**src/csr_pkg.sv**
```systemverilog
// Purpose: Shared types and constants for the charge status reporter
// Assumes: 100 MHz ref_clk
// Notes:   Timing figures in ns, cycle counts derived from them
`default_nettype none
package csr_pkg;
    localparam int CLK_PERIOD_NS            = 10;
    localparam int REQUEST_STROBE_MIN_NS    = 200;
    localparam int REQUEST_STROBE_MIN_CYC   = (REQUEST_STROBE_MIN_NS + CLK_PERIOD_NS - 1) / CLK_PERIOD_NS;
    localparam int REQUEST_STROBE_MAX_NS    = 100000;
    localparam int REQUEST_STROBE_MAX_CYC   = REQUEST_STROBE_MAX_NS / CLK_PERIOD_NS;
    localparam int REPLY_START_DELAY_NS     = 20000;
    localparam int REPLY_START_DELAY_CYC    = REPLY_START_DELAY_NS / CLK_PERIOD_NS;
    localparam int REPLY_PULSE_LOW_NS       = 5000;
    localparam int REPLY_PULSE_LOW_CYC      = REPLY_PULSE_LOW_NS / CLK_PERIOD_NS;
    localparam int REPLY_PERIOD_NS          = 10000;
    localparam int REPLY_PERIOD_CYC         = REPLY_PERIOD_NS / CLK_PERIOD_NS;
    localparam int FLASH_HALF_NS            = 250000000;
    localparam int FLASH_HALF_CYC           = FLASH_HALF_NS / CLK_PERIOD_NS;

    localparam logic [4:0] CNT_CHIP_OT      = 5'h01;
    localparam logic [4:0] CNT_BATT_TEMP    = 5'h02;
    localparam logic [4:0] CNT_OVER_VOLT    = 5'h03;
    localparam logic [4:0] CNT_COND_WDOG    = 5'h05;
    localparam logic [4:0] CNT_COND         = 5'h06;
    localparam logic [4:0] CNT_CC_WDOG      = 5'h07;
    localparam logic [4:0] CNT_CC_TLOOP     = 5'h08;
    localparam logic [4:0] CNT_CC           = 5'h09;
    localparam logic [4:0] CNT_CV_WDOG      = 5'h0A;
    localparam logic [4:0] CNT_CV           = 5'h0B;
    localparam logic [4:0] CNT_DONE         = 5'h0C;
    localparam logic [4:0] CNT_ERROR        = 5'h17;

    // Charger condition, one-hot priority order high bit first
    typedef struct packed {
        logic chip_over_temp;
        logic batt_temp_fault;
        logic over_voltage;
        logic cond_wdog;
        logic cond_mode;
        logic cc_wdog;
        logic cc_tloop;
        logic cc_mode;
        logic cv_wdog;
        logic cv_mode;
        logic charge_done;
        logic charge_enabled;
        logic supply_ok;
        logic battery_present;
    } csr_charger_t;

    typedef struct packed {
        logic primary_on;
        logic secondary_on;
    } csr_lamp_t;
endpackage : csr_pkg
`default_nettype wire

```
**src/csr_lamp.sv**
```systemverilog
// Purpose: Status lamp decode with flashing for absent battery
// Assumes: Charger condition stable on ref_clk
// Notes:   Outputs are lamp-on levels; top turns them into pin enables
`default_nettype none
module csr_lamp #(
    parameter int FLASH_HALF_CYC = csr_pkg::FLASH_HALF_CYC
) (
    // Clock and reset
    input  wire logic               ref_clk,
    input  wire logic               rst,
    // Condition
    input  wire csr_pkg::csr_charger_t chg,
    // Lamps
    output var  csr_pkg::csr_lamp_t lamp
);
    logic [31:0] flash_cnt_r;
    logic        flash_r;
    logic        fault;

    assign fault = chg.chip_over_temp | chg.batt_temp_fault | chg.over_voltage
                 | chg.cond_wdog | chg.cc_wdog | chg.cv_wdog;

    always_ff @(posedge ref_clk) begin
        if (rst) begin
            flash_cnt_r <= 32'h0000_0000;
            flash_r     <= 1'b0;
        end else if (flash_cnt_r == 32'(FLASH_HALF_CYC - 1)) begin
            flash_cnt_r <= 32'h0000_0000;
            flash_r     <= ~flash_r;
        end else begin
            flash_cnt_r <= flash_cnt_r + 32'h0000_0001;
        end
    end

    always_ff @(posedge ref_clk) begin
        if (rst) begin
            lamp <= '0;
        end else if (!chg.charge_enabled || !chg.supply_ok) begin
            lamp <= '0;                                        // see RULE10
        end else if (!chg.battery_present) begin
            lamp <= '{primary_on: flash_r, secondary_on: flash_r}; // see RULE11
        end else if (fault) begin
            lamp <= '{primary_on: 1'b1, secondary_on: 1'b1};   // see RULE12
        end else if (chg.charge_done) begin
            lamp <= '{primary_on: 1'b0, secondary_on: 1'b1};   // see RULE12, see RULE13
        end else begin
            lamp <= '{primary_on: 1'b1, secondary_on: 1'b0};   // see RULE12, see RULE13
        end
    end
endmodule : csr_lamp
`default_nettype wire

```
**src/csr_sync.sv**
```systemverilog
// Purpose: Two-flop synchroniser for the shared status line
// Assumes: Input asynchronous to ref_clk
// Notes:   First stage read only by the second
`default_nettype none
module csr_sync (
    // Clock and reset
    input  wire logic ref_clk,
    input  wire logic rst,
    // Data
    input  wire logic async_in,
    output var  logic sync_out
);
    logic meta_r;

    always_ff @(posedge ref_clk) begin
        if (rst) begin
            meta_r   <= 1'b1;
            sync_out <= 1'b1;
        end else begin
            meta_r   <= async_in;
            sync_out <= meta_r;
        end
    end
endmodule : csr_sync
`default_nettype wire

```
**src/csr_top.sv**
```systemverilog
// Purpose: Charge status reporter: lamp drivers and single-wire pulse reply
// Assumes: Status line has external pull-up; host strobes low then releases
// Notes:   Lamps and status line are open drain: only enables ever drive low
`default_nettype none
// Operation
// RULE1: Host requests by low strobe, at least 200 ns
// RULE2: Host keeps strobe below maximum duration
// RULE3: After strobe rising edge, delay, then pulses
// RULE4: Status line active low, only pulled low
// RULE5: Counts 1-3 faults, 4 unused, 23 error
// RULE6: 5 conditioning timeout, 6 conditioning mode
// RULE7: 7 CC timeout, 8 thermal loop, 9 CC
// RULE8: 10 CV timeout, 11 CV, 12 done
// RULE9: Lamp outputs only sink, never drive high
// RULE10: Disabled or low supply: both lamps off
// RULE11: No battery: both lamps flash together
// RULE12: Charging, complete, fault lamp patterns
// RULE13: Primary lamp alone shows charging state
// RULE14: Delay, width, period are parameters; host counts
// RULE15: Ignore line edges while reply in progress
module csr_top #(
    parameter int REPLY_START_DELAY_CYC  = csr_pkg::REPLY_START_DELAY_CYC,
    parameter int REPLY_PULSE_LOW_CYC    = csr_pkg::REPLY_PULSE_LOW_CYC,
    parameter int REPLY_PERIOD_CYC       = csr_pkg::REPLY_PERIOD_CYC,
    parameter int REQUEST_STROBE_MAX_CYC = csr_pkg::REQUEST_STROBE_MAX_CYC,
    parameter int FLASH_HALF_CYC         = csr_pkg::FLASH_HALF_CYC
) (
    // Clock and reset
    input  wire logic                  ref_clk,
    input  wire logic                  rst,
    // Charger condition from charge control
    input  wire csr_pkg::csr_charger_t charger_state,
    // Status line, open drain
    input  wire logic                  status_line_i,
    output var  logic                  status_line_o,
    output var  logic                  status_line_oe,
    // Lamps, open drain
    output var  logic                  lamp_out_primary_o,
    output var  logic                  lamp_out_primary_oe,
    output var  logic                  lamp_out_secondary_o,
    output var  logic                  lamp_out_secondary_oe
);
    // ------------------------------------------------------------
    // Types
    // ------------------------------------------------------------
    typedef enum logic [1:0] {
        CSR_IDLE  = 2'b00,
        CSR_STROBE = 2'b01,
        CSR_DELAY = 2'b11,
        CSR_SEND  = 2'b10
    } csr_state_t;

    csr_state_t         state_r;
    logic               line_s;
    logic               line_d_r;
    logic [31:0]        tmr_r;
    logic [4:0]         pulses_left_r;
    logic [4:0]         report_cnt;
    logic               strobe_bad_r;
    csr_pkg::csr_lamp_t lamp;

    // ------------------------------------------------------------
    // Input synchroniser
    // ------------------------------------------------------------
    csr_sync u_sync (
        .ref_clk  (ref_clk),
        .rst      (rst),
        .async_in (status_line_i),
        .sync_out (line_s)
    );

    always_ff @(posedge ref_clk) begin
        if (rst) begin
            line_d_r <= 1'b1;
        end else begin
            line_d_r <= line_s;
        end
    end

    // ------------------------------------------------------------
    // Report encoding, highest priority first
    // ------------------------------------------------------------
    function automatic logic [4:0] csr_encode(input csr_pkg::csr_charger_t c);
        logic [4:0] n;
        n = csr_pkg::CNT_ERROR;                             // see RULE5
        if (c.chip_over_temp)       n = csr_pkg::CNT_CHIP_OT;   // see RULE5
        else if (c.batt_temp_fault) n = csr_pkg::CNT_BATT_TEMP; // see RULE5
        else if (c.over_voltage)    n = csr_pkg::CNT_OVER_VOLT; // see RULE5
        else if (c.cond_wdog)       n = csr_pkg::CNT_COND_WDOG; // see RULE6
        else if (c.cond_mode)       n = csr_pkg::CNT_COND;      // see RULE6
        else if (c.cc_wdog)         n = csr_pkg::CNT_CC_WDOG;   // see RULE7
        else if (c.cc_tloop)        n = csr_pkg::CNT_CC_TLOOP;  // see RULE7
        else if (c.cc_mode)         n = csr_pkg::CNT_CC;        // see RULE7
        else if (c.cv_wdog)         n = csr_pkg::CNT_CV_WDOG;   // see RULE8
        else if (c.cv_mode)         n = csr_pkg::CNT_CV;        // see RULE8
        else if (c.charge_done)     n = csr_pkg::CNT_DONE;      // see RULE8
        return n;
    endfunction : csr_encode

    assign report_cnt = csr_encode(charger_state);

    // ------------------------------------------------------------
    // Reply sequencer
    // ------------------------------------------------------------
    // Over-long strobe is answered with the error count rather than dropped,
    // so the host always sees a reply it can recognise.
    always_ff @(posedge ref_clk) begin
        if (rst) begin
            state_r       <= CSR_IDLE;
            tmr_r         <= 32'h0000_0000;
            pulses_left_r <= 5'h00;
            strobe_bad_r  <= 1'b0;
        end else begin
            unique case (state_r)
                CSR_IDLE: begin
                    if (line_d_r && !line_s) begin
                        state_r      <= CSR_STROBE;
                        tmr_r        <= 32'h0000_0000;
                        strobe_bad_r <= 1'b0;
                    end
                end
                CSR_STROBE: begin
                    if (line_s) begin
                        state_r <= CSR_DELAY;                       // see RULE3
                        tmr_r   <= 32'h0000_0000;
                    end else if (tmr_r == 32'(REQUEST_STROBE_MAX_CYC)) begin
                        strobe_bad_r <= 1'b1;                       // see RULE2
                    end else begin
                        tmr_r <= tmr_r + 32'h0000_0001;
                    end
                end
                CSR_DELAY: begin
                    if (tmr_r == 32'(REPLY_START_DELAY_CYC - 1)) begin
                        state_r       <= CSR_SEND;                  // see RULE3, see RULE14
                        tmr_r         <= 32'h0000_0000;
                        pulses_left_r <= strobe_bad_r ? csr_pkg::CNT_ERROR : report_cnt;
                    end else begin
                        tmr_r <= tmr_r + 32'h0000_0001;
                    end
                end
                CSR_SEND: begin
                    // Line activity ignored here: own pulses are not requests
                    if (tmr_r == 32'(REPLY_PERIOD_CYC - 1)) begin   // see RULE15, see RULE14
                        tmr_r         <= 32'h0000_0000;
                        pulses_left_r <= pulses_left_r - 5'h01;
                        if (pulses_left_r == 5'h01) begin
                            state_r <= CSR_IDLE;
                        end
                    end else begin
                        tmr_r <= tmr_r + 32'h0000_0001;
                    end
                end
            endcase
        end
    end

    // ------------------------------------------------------------
    // Pin drivers
    // ------------------------------------------------------------
    always_ff @(posedge ref_clk) begin
        if (rst) begin
            status_line_o  <= 1'b0;
            status_line_oe <= 1'b0;
        end else begin
            status_line_o  <= 1'b0;                                 // see RULE4
            status_line_oe <= (state_r == CSR_SEND) && (tmr_r < 32'(REPLY_PULSE_LOW_CYC))
                              && (pulses_left_r != 5'h00);          // see RULE4, see RULE3
        end
    end

    csr_lamp #(
        .FLASH_HALF_CYC (FLASH_HALF_CYC)
    ) u_lamp (
        .ref_clk (ref_clk),
        .rst     (rst),
        .chg     (charger_state),
        .lamp    (lamp)
    );

    always_ff @(posedge ref_clk) begin
        if (rst) begin
            lamp_out_primary_o    <= 1'b0;
            lamp_out_primary_oe   <= 1'b0;
            lamp_out_secondary_o  <= 1'b0;
            lamp_out_secondary_oe <= 1'b0;
        end else begin
            lamp_out_primary_o    <= 1'b0;                          // see RULE9
            lamp_out_primary_oe   <= lamp.primary_on;               // see RULE9, see RULE13
            lamp_out_secondary_o  <= 1'b0;                          // see RULE9
            lamp_out_secondary_oe <= lamp.secondary_on;             // see RULE9
        end
    end
endmodule : csr_top
`default_nettype wire
```
**config.mk**
```make
export PLATFORM = sky130hd
export DESIGN_NAME = csr_top
export DESIGN_NICKNAME = d
export VERILOG_FILES = /design/src/csr_pkg.sv /design/src/csr_lamp.sv /design/src/csr_sync.sv /design/src/csr_top.sv
export SDC_FILE = /design/constraint.sdc
export NUM_CORES = 1
export LEC_CHECK = 0
export BUFFER_PORTS_ARGS = -buffer_cell sky130_fd_sc_hd__buf_2
export CAP_MARGIN = 20
export CORE_AREA = 2 2 87 89
export CTS_CLUSTER_DIAMETER = 80
export DETAILED_ROUTE_END_ITERATION = 7
export DIE_AREA = 0 0 89 91
export GPL_TIMING_DRIVEN = 0
export PLACE_DENSITY = 0.79
export SETUP_SLACK_MARGIN = 0.4
export SLEW_MARGIN = 20
export SYNTH_ARGS = -nofsm -noshare
export SYNTH_HDL_FRONTEND = slang
export SYNTH_SLANG_ARGS = --single-unit
```
**constraint.sdc**
```tcl
create_clock -name ref_clk -period 2.85 [get_ports ref_clk]
set_clock_uncertainty 0.1 [all_clocks]
set_input_delay 0.1425 -clock ref_clk [delete_from_list [all_inputs] [get_ports ref_clk]]
set_output_delay 0.1425 -clock ref_clk [all_outputs]
set_load 0.01 [all_outputs]
```
==> reports/metrics.cfg, run 1 <==
[drt]
ant_nets=0
wirelength_mm=8.94
firstDrtPassIters=5
wl_per_cell_um=13.9
drtIter0Drc=207
vias=3688
drc=0
vias_per_cell=5.72

[timing]
period_share=0.799
rsz0062_at_grt=no
setup_viol_count_final=0
tns_ps=0
slew_headroom=0.531
period_minus_slack_ps=2280
slew_violations=0
setup_ws_ps=571
worst_pin_slew_ps=698
fmax_mhz=439
hold_viol=0

[global_routing]
use_met3=0.0491
grt_overflow=0
met1_usage=0.297
grt.busiest_layer=met2
grtUsageTotal=0.229
grt_start_max_net_pins=15
antenna_found_initial=0
grt_pass1_vias=3282
grt_pass1_wl_mm=14.9
met2_usage=0.379

[setup_path]
critical_path.max_fanout=10
worstReg2RegStart=tmr_r[1]
startpoint_type=register
end_kind=register
r2r_slack_ps=570
arrival_ps=2430
path_cells=ha_1, and3_2, nand4_1, a211oi_4, o21ai_1, nand2_2, buf_4, nor2_1
r2r_cells=8
crit_slowest_cell=dfxtp_1
regToRegEndpoint=tmr_r[22]
crit_end=tmr_r[22]
startpoint=tmr_r[1]
crit_required_ps=3000
cpPeakStageDelay_ps=420
crit_type=register to register

[power]
p_sw_uw=572
cellPowerDensity_mw_per_mm2=476
combPwrFrac=0.088
pwr-share-clk=0.390
vdd_drop_max_mv=0.281
p_leak_uw=0.00169
p_sw_frac=0.258
seqPwrFrac=0.522
internal_power_uw=1640

[run_status]
outcome=finished clean

[placement]
placed_area_sq_mm=0.00436
io_buffers=19
hpwl_mm=6.39
gp_congestion=0.883
pre_cts_ws_ps=428

[final_layout]
layout.nets=564
n_fill_cell=616
area_growth_pct=12.7
utilization=0.653
fin_area_sq_mm=0.00466
final_cell_mix=81 x nor2_1, 81 x dfxtp_1, 40 x nand2_1, 30 x xor2_1, 28 x nand4_1
register_area_sq_mm=0.00162
insertedDiodeCount=0
drive_above_1_share=0.136
multi_input_area_sq_mm=0.00237

[floorplan]
dieHeight_um=91
pin_count=23
fp-row-count=31
die_x_um=89
start_util=0.579
die_area_sq_mm=0.00810
coreArea_sq_mm=0.00714

[logic_synthesis]
synth-edff-count=0
synth_top_flop_cell=dfxtp_1
ys_seq_area_frac=0.392
synth-seq-cells=81
synth.avg_cell_area_sq_um=8.23
syn_area_sq_mm=0.00413
yosysWarnings=0
async_reset_ff_frac=0
syn_inst=502
yosysUniqueCellTypes=54

[hold_path]
hold_path.class=primary input to register

[clock_network]
clockRootBuffer=clkbuf_8
numClockSinks=81
cts_made_buffers=9
clockBufferDepth=2
clk-insertion-delay-late_ps=360
tritoncts=yes
htreeDepth=3
clk_pin_slew_ps=90

[job]
cap_violations=0

-- synthesized netlist by cell type, types with 2 or more instances --
cell type	n	area, sq um
a211oi_1	3	22.5
a21boi_0	2	15.0
a21oi_1	12	60.1
a22oi_1	4	30.0
a41oi_1	2	17.5
and2_1	6	37.5
and3_1	15	93.8
and4_1	7	61.3
buf_2	6	30.0
buf_4	6	45.0
clkbuf_1	9	33.8
dfxtp_1	81	1620
ha_1	6	75.1
inv_1	17	63.8
nand2_1	40	150
nand2b_1	4	25.0
nand3_1	26	130
nand4_1	28	175
nor2_1	81	304
nor2b_1	6	37.5
nor3_1	12	60.1
nor3_2	2	20.0
nor3b_1	3	22.5
nor4_1	18	113
nor4_2	3	37.5
nor4bb_1	2	20.0
o2111ai_1	2	17.5
o21ai_0	9	45.0
o21ai_1	5	25.0
o31ai_1	4	30.0
or2_2	5	31.3
or3_1	4	25.0
or4_1	2	15.0
xnor2_1	21	184
xor2_1	30	263
-- registers in the layout, summed over array words and instances (netlist names) --
| name | flops |
|---|---|
| status_line_oe | 1 |
| u_sync.meta_r | 1 |
| u_sync.sync_out | 1 |
| state_r | 2 |
| strobe_bad_r | 1 |
| line_d_r | 1 |
| u_lamp.flash_r | 1 |
| u_lamp.flash_cnt_r | 32 |
| tmr_r | 32 |
| pulses_left_r | 5 |
| lamp_out_primary_oe | 1 |
| u_lamp.lamp | 2 |
| lamp_out_secondary_oe | 1 |
-- worst max-delay path: cells and delay by family, from the launching register on --
family / cells / cell delay (ps)
simple gates: 4 / 670
compound gates: 2 / 530
flops: 1 / 420
fa+ha+maj: 1 / 240
buf+inv: 1 / 200
-- worst min-delay path by stage --
stage	startpoint	endpoint	slack, ps	cells after the start
6_report	rst	tmr_r[26]	20	4
5_1_grt	rst	tmr_r[26]	30	4
4_1_cts	rst	tmr_r[26]	20	4
3_5_place_dp	status_line_i	u_sync.meta_r	230	2
3_3_place_gp	status_line_i	u_sync.meta_r	220	2
2_1_floorplan	status_line_i	u_sync.meta_r	150	1
-- power by group through the flow --
stage | sequential (uW) | clock [uW] | combinational [uW]
after global routing | 1160 | 936 | 218
after floorplan | 1180 | 0 | 135
after global placement | 1180 | 0 | 184
final | 1160 | 864 | 195
after detailed placement | 1180 | 0 | 187
after CTS | 1160 | 880 | 192
-- layout make-up --
cell class	count	area share
Buffer	21	0.0244
Clock buffer	10	0.0296
Clock inverter	6	0.0142
Inverter	17	0.0137
Multi-Input combinational cell	385	0.509
Sequential cell	81	0.348
Tap cell	99	0.0266
Timing Repair Buffer	26	0.0344
-- cells by family after synthesis --
logic type	count (synthesis)	synth area share
AND/OR/NAND/NOR	271	0.348
flip-flops	81	0.392
AO/OA/AOI/OAI	53	0.0884
XOR/XNOR	51	0.108
buffers and inverters	38	0.0418
adder cells (fa/ha/maj)	6	0.0182
other	1	0.000907
multiplexers	1	0.00242
-- per-layer routing --
metal | share of wire | vias up
met1 | 0.45 | 1725
met3 | 0.043 | 24
met4 | 0.019 | 0
met2 | 0.49 | 88
li1 | - | 1851
met5 | 0 | -
-- stage by stage --
| step | hold slack (ps) | power [uW] | instances |
|---|---|---|---|
| finish | 20.9 | 2220 | 645 |
| global placement | 225 | 1370 | 622 |
| global route | 29.7 | 2310 | 645 |
| detailed placement | 227 | 1370 | 622 |
| CTS | 24.4 | 2230 | 643 |
| floorplan | 146 | 1310 | 504 |
-- timing repair --
action	4_1_cts	5_1_grt
gates resized for setup	0	13
endpoints found under the setup margin	0	51
setup buffers	0	2
endpoints found under the hold margin	3	0
hold buffers	5	0
Power figures use the tool's default switching activity.
==> inputs of run 2 (changes only) <==
--- a/config.mk
+++ b/config.mk
@@ -5,14 +5,15 @@
 export SDC_FILE = /design/constraint.sdc
 export NUM_CORES = 1
 export LEC_CHECK = 0
+export ABC_AREA = 1
 export BUFFER_PORTS_ARGS = -buffer_cell sky130_fd_sc_hd__buf_2
 export CAP_MARGIN = 20
-export CORE_AREA = 2 2 87 89
+export CORE_AREA = 2 2 102 104
 export CTS_CLUSTER_DIAMETER = 80
 export DETAILED_ROUTE_END_ITERATION = 7
-export DIE_AREA = 0 0 89 91
+export DIE_AREA = 0 0 104 106
 export GPL_TIMING_DRIVEN = 0
-export PLACE_DENSITY = 0.79
+export PLACE_DENSITY = 0.78
 export SETUP_SLACK_MARGIN = 0.4
 export SLEW_MARGIN = 20
 export SYNTH_ARGS = -nofsm -noshare
==> constraint.sdc (replaced) <==
create_clock -name ref_clk -period 1.9 [get_ports ref_clk]
set_clock_uncertainty 0.1 [all_clocks]
set_input_delay 0.095 -clock ref_clk [delete_from_list [all_inputs] [get_ports ref_clk]]
set_output_delay 0.095 -clock ref_clk [all_outputs]
set_load 0.01 [all_outputs]
==> run 2 against run 1 <==
Net effect:
- the flow now finishes with violations (negative setup slack)
- register-to-register slack worse by 620 ps
- die area is 36% higher
- hold slack better by 65 ps
- sequential share of layout area decreased by 12 points
- design area rose by 61%
- flip-flop and latch count unchanged
- sequential power grew 56%
- highest routed layer unchanged
==> reports/metrics.cfg, run 2 <==
[floorplan]
fp-row-count=37
coreArea_sq_mm=0.0100
dieHeight_um=106
die_area_sq_mm=0.0110
pin_count=23
start_util=0.539
die_x_um=104

[logic_synthesis]
yosysMostFrequentCell=nand2_1
synthTopCellsByCount=228 x nand2_1, 129 x nor2_1, 121 x inv_1
synth.avg_cell_area_sq_um=6.18
async_reset_ff_frac=0
synth_top_area_cell=dfxtp_1
yosysWarnings=0
netlist.area_leader.share=0.301
syn_area_sq_mm=0.00539
synth-edff-count=0
synth_top_flop_cell=dfxtp_1
syn_inst=871
yosysUniqueCellTypes=42
synth-seq-cells=81
ys_seq_area_frac=0.301
synth.area.top_cells=dfxtp_1 30%, nand2_1 16%, nor2_1 9.0%

[final_layout]
insertedDiodeCount=0
reg_top3=tmr_r: 32 flops, u_lamp.flash_cnt_r: 32 flops, pulses_left_r: 5 flops
area_growth_pct=39.4
fin_area_sq_mm=0.00751
layout.nets=1004
final_cell_mix=210 x nand2_1, 105 x inv_1, 87 x nor2_1, 62 x nand3_1, 46 x buf_4
final_common_cell=nand2_1
n_fill_cell=704
utilization=0.751
final_cell_count_no_fill=1122
drive_above_1_share=0.355

[global_routing]
grt_pass1_wl_mm=28.8
antenna_found_initial=0
grtUsageTotal=0.327
grt.busiest_layer=met2
grt_start_max_net_pins=16
grt_pass1_vias=6012
grt_overflow=0
use_met3=0.0828
met1_usage=0.375
met2_usage=0.569

[timing]
setup_ws_ps=-49.7
period_share=1.03
hold_viol=0
worst_pin_slew_ps=719
setup_viol_count_final=21
tns_ps=-589
slew_violations=0
fmax_mhz=513
rsz0062_at_grt=yes
slew_headroom=0.521
period_minus_slack_ps=1950

[power]
p_leak_uw=0.00288
combPwrFrac=0.368
cellPowerDensity_mw_per_mm2=665
vdd_drop_max_mv=0.851
pwr-share-clk=0.269
p_sw_frac=0.366
internal_power_uw=3160
seqPwrFrac=0.362
p_sw_uw=1830

[drt]
vias=6554
firstDrtPassIters=6
drc=0
drtIter0Drc=567
vias_per_cell=5.84
wl_per_cell_um=17.7
wirelength_mm=19.9
ant_nets=0

[clock_network]
tritoncts=yes
clk-insertion-delay-late_ps=400
numClockSinks=81
clk_pin_slew_ps=90
clockBufferDepth=2
htreeDepth=3
clockRootBuffer=clkbuf_8
cts_made_buffers=9

[setup_path]
arrival_ps=2130
crit_required_ps=2080
r2r_slack_ps=-50
end_kind=register
crit_type=register to register
critical_path.max_fanout=10
r2r_cells=10
startpoint_type=register

[hold_path]
hold_path.class=primary input to register
hold_depth=5

[job]
cap_violations=0

[placement]
dp.cells=1028
hpwl_mm=10.9
io_buffers=19
gp_congestion=1.00
placed_area_sq_mm=0.00576

[run_status]
violations=negative setup slack
outcome=finished, violations left

==> run 2: cell types whose count changed in the layout (fill, tap and decap cells not counted), sizes merged, moves of 27 or more <==
| cell | delta |
|---|---|
| nand2 | +197 |
| buf | +71 |
| a21oi | +27 |
| inv | +106 |
| nor2 | +71 |
| nand3 | +52 |
==> run 2: worst paths after layout <==
check | start | to
setup / recovery | tmr_r[12] | tmr_r[2]
hold / removal | charger_state[8] | u_lamp.lamp[0]
setup reg to reg | tmr_r[12] | tmr_r[2]
hold reg to reg | u_lamp.lamp[1] | lamp_out_primary_oe
==> run 2: logic make-up after synthesis <==
kind of cell | synth area share
flops | 0.301
other cells | 0.000696
compound gates | 0.0848
xor+xnor | 0.0195
buf+inv | 0.114
simple gates | 0.466
fa+ha+maj | 0.0139
==> run 2: per-layer routing <==
layer / part of all wire / routed length, um
met1: 0.37 / 7280
met2: 0.47 / 9320
met3: 0.096 / 1900
met4: 0.071 / 1410
met5: 0 / 0
==> run 2: per-stage QoR <==
| stage | hold slack, ps | setup WS, ps | total power, uW |
|---|---|---|---|
| finish | 86.1 | -49.7 | 4990 |
| global route | 115 | -90.6 | 5110 |
| CTS | 7.53 | 110 | 4580 |
| detailed placement | 181 | -31.9 | 2870 |
| global placement | 178 | -7.16 | 2870 |
| floorplan | 98.8 | 239 | 2590 |
==> run 2: critical path, stage by stage, from the launching register on <==
cell and delay, ps:
dfxtp_1 320, buf_4 160, nor2_2 190, nand2_2 110, nor2_2 120, nand2_2 100, o21ai_4 220, nand4_4 160
nand2_4 140, buf_12 170, nor2_2 40
==> run 2: layout make-up <==
cell class,count,area (sq um),area share
inverter,123,472,0.0628
tap,136,170,0.0227
clock buffer,10,128,0.0170
timing repair buffer,97,917,0.122
multi-input combinational,648,3840,0.511
buffer,21,214,0.0285
clock inverter,6,67.6,0.00900
sequential,81,1700,0.227
==> run 2: timing repair <==
| item | 4_1_cts | 5_1_grt |
|---|---|---|
| pin swaps | 52 | 22 |
| hold buffers | 7 | 0 |
| gates cloned | 6 | 1 |
| gates resized for setup | 176 | 83 |
| endpoints found under the hold margin | 4 | 0 |
| buffers inserted | 52 | 12 |
| endpoints found under the setup margin | 73 | 75 |
==> run 2: power groups by stage <==
stage | clock network, uW | registers [uW] | logic, uW
CTS | 1330 | 1800 | 1450
global placement | 0 | 1830 | 1040
global route | 1410 | 1820 | 1890
finish | 1350 | 1810 | 1840
floorplan | 0 | 1820 | 765
detailed placement | 0 | 1830 | 1040
==> inputs of run 3 (changes only) <==
--- a/config.mk
+++ b/config.mk
@@ -8,13 +8,16 @@
 export ABC_AREA = 1
 export BUFFER_PORTS_ARGS = -buffer_cell sky130_fd_sc_hd__buf_2
 export CAP_MARGIN = 20
-export CORE_AREA = 2 2 102 104
-export CTS_CLUSTER_DIAMETER = 80
+export CELL_PAD_IN_SITES_DETAIL_PLACEMENT = 0
+export CELL_PAD_IN_SITES_GLOBAL_PLACEMENT = 2
+export CORE_AREA = 2 2 135 137
+export CTS_CLUSTER_DIAMETER = 40
 export DETAILED_ROUTE_END_ITERATION = 7
-export DIE_AREA = 0 0 104 106
+export DIE_AREA = 0 0 137 139
 export GPL_TIMING_DRIVEN = 0
-export PLACE_DENSITY = 0.78
+export PLACE_DENSITY = 0.8
 export SETUP_SLACK_MARGIN = 0.4
+export SKIP_CTS_REPAIR_TIMING = 1
 export SLEW_MARGIN = 20
 export SYNTH_ARGS = -nofsm -noshare
 export SYNTH_HDL_FRONTEND = slang
==> run 3 against run 2 <==
Net effect:
- the run still ends with negative setup slack left
- total power up 6.0%
- combinational power down 15%
- via count down 14%
- die area up 73%
- critical path depth unchanged
- largest cell class unchanged
- largest power group is now the clock network
==> reports/metrics.cfg, run 3 (synthesized netlist as in run 2, its figures left out) <==
[final_layout]
layout.nets=963
n_fill_cell=1915
reg_top3=tmr_r: 32 flops, u_lamp.flash_cnt_r: 32 flops, pulses_left_r: 5 flops
drive_above_1_share=0.280
fin_area_sq_mm=0.00717
final_cell_mix=215 x nand2_1, 114 x inv_1, 97 x nor2_1, 66 x nand3_1, 57 x dfxtp_1
insertedDiodeCount=0
final_cell_count_no_fill=1174
final_common_cell=nand2_1
utilization=0.406
area_growth_pct=33.1

[setup_path]
worstReg2RegStart=tmr_r[0]
cpPeakStageDelay_ps=390
path_cells=ha_4, buf_4, nand3_1, nor2_1, nand2_2, o21ai_4, nand4_4, nand2_4, clkbuf_16, nor2_2
crit_type=register to register
arrival_ps=2080
startpoint_type=register
end_kind=register
startpoint=tmr_r[0]
crit_slowest_cell=dfxtp_4
crit_required_ps=2040
cp_num_buf_inv=2
critical_path.max_fanout=5
cp_top_family=simple AND/OR/NAND/NOR gates

[drt]
wl_per_cell_um=15.0
top_layer=met4
vias_per_cell=4.77
vias=5604
wirelength_mm=17.6
firstDrtPassIters=4
ant_nets=0
dr_wl_met2_mm=8.46
met1_length_mm=8.54
met3_length_um=427
drc=0
drtIter0Drc=314

[floorplan]
die_area_sq_mm=0.0190
coreArea_sq_mm=0.0177
dieHeight_um=139
pin_count=23
start_util=0.305
fp-row-count=49
die_x_um=137

[clock_network]
htreeDepth=3
clk-insertion-delay-late_ps=350
numClockSinks=81
clk_pin_slew_ps=70
cts_made_buffers=9
clockBufferDepth=2
tritoncts=yes
clockRootBuffer=clkbuf_16

[timing]
slew_violations=0
rsz0062_at_grt=yes
hold_viol=0
slew_headroom=0.585
fmax_mhz=516
worst_pin_slew_ps=623
period_share=1.02
setup_ws_ps=-37.3
period_minus_slack_ps=1940
setup_viol_count_final=6

[hold_path]
min_from=charger_state[3]
hold_path.class=primary input to register

[run_status]
violations=negative setup slack
outcome=finished, violations left

[placement]
io_buffers=19
gp_congestion=0.880
hpwl_mm=13.1
placed_area_sq_mm=0.00587
dp.cells=1121

[power]
cellPowerDensity_mw_per_mm2=738
seqPwrFrac=0.343
p_sw_uw=1780
p_sw_frac=0.337
vdd_drop_max_mv=0.457
combPwrFrac=0.297
internal_power_uw=3510
pwr-share-clk=0.360
p_leak_uw=0.00266

[global_routing]
grtUsageTotal=0.184
antenna_found_initial=0
grt_pass1_wl_mm=27.3
grt_start_max_net_pins=15
grt_overflow=0
grt_pass1_vias=5153

[job]
cap_violations=0

-- run 3: stage by stage --
step / setup TNS (ps) / hold WS (ps) / total power [uW] / setup WS, ps
floorplan: 0 / 98.8 / 2590 / 239
global placement: -2630 / 197 / 2950 / -119
detailed placement: -2830 / 200 / 2940 / -128
CTS: -3700 / -165 / 4850 / -143
global route: -1340 / 87.3 / 5510 / -111
finish: -144 / 1.94 / 5290 / -37.3
-- run 3: metal layers --
metal,vias up,global-route usage
met1,2597,0.254
met2,61,0.299
met5,-,0
li1,2932,-
met3,14,0.0267
met4,0,0.0488
-- run 3: cell type report --
class                   instances  area (sq um)  share of cell area
plain buffers                  21           213              0.0297
multi-input cells             649          3720               0.519
repair buffers                 55           495              0.0691
flip-flops and latches         81          1660               0.232
well taps                     229           287              0.0400
inverters                     123           474              0.0662
clock buffers                  11           253              0.0353
clock inverters                 5          62.6             0.00873
-- run 3: power by group through the flow --
stage,Clock (uW),Sequential [uW],Combinational (uW)
finish,1910,1820,1570
global route,2010,1820,1680
CTS,1940,1800,1110
detailed placement,0,1840,1110
global placement,0,1840,1110
floorplan,0,1820,765
-- run 3: worst min-delay path, stage by stage --
cell	delay, ps
buf_2	120
o21ai_0	90
a21oi_1	110
-- run 3: path summary, 6_finish.rpt --
check	cells after the start	end	slack [ps]
worst max-delay path	10	tmr_r[19]	-40
worst min-delay path	3	u_lamp.lamp[0]	2
worst max register to register	10	tmr_r[19]	-40
worst min register to register	1	u_sync.sync_out	310
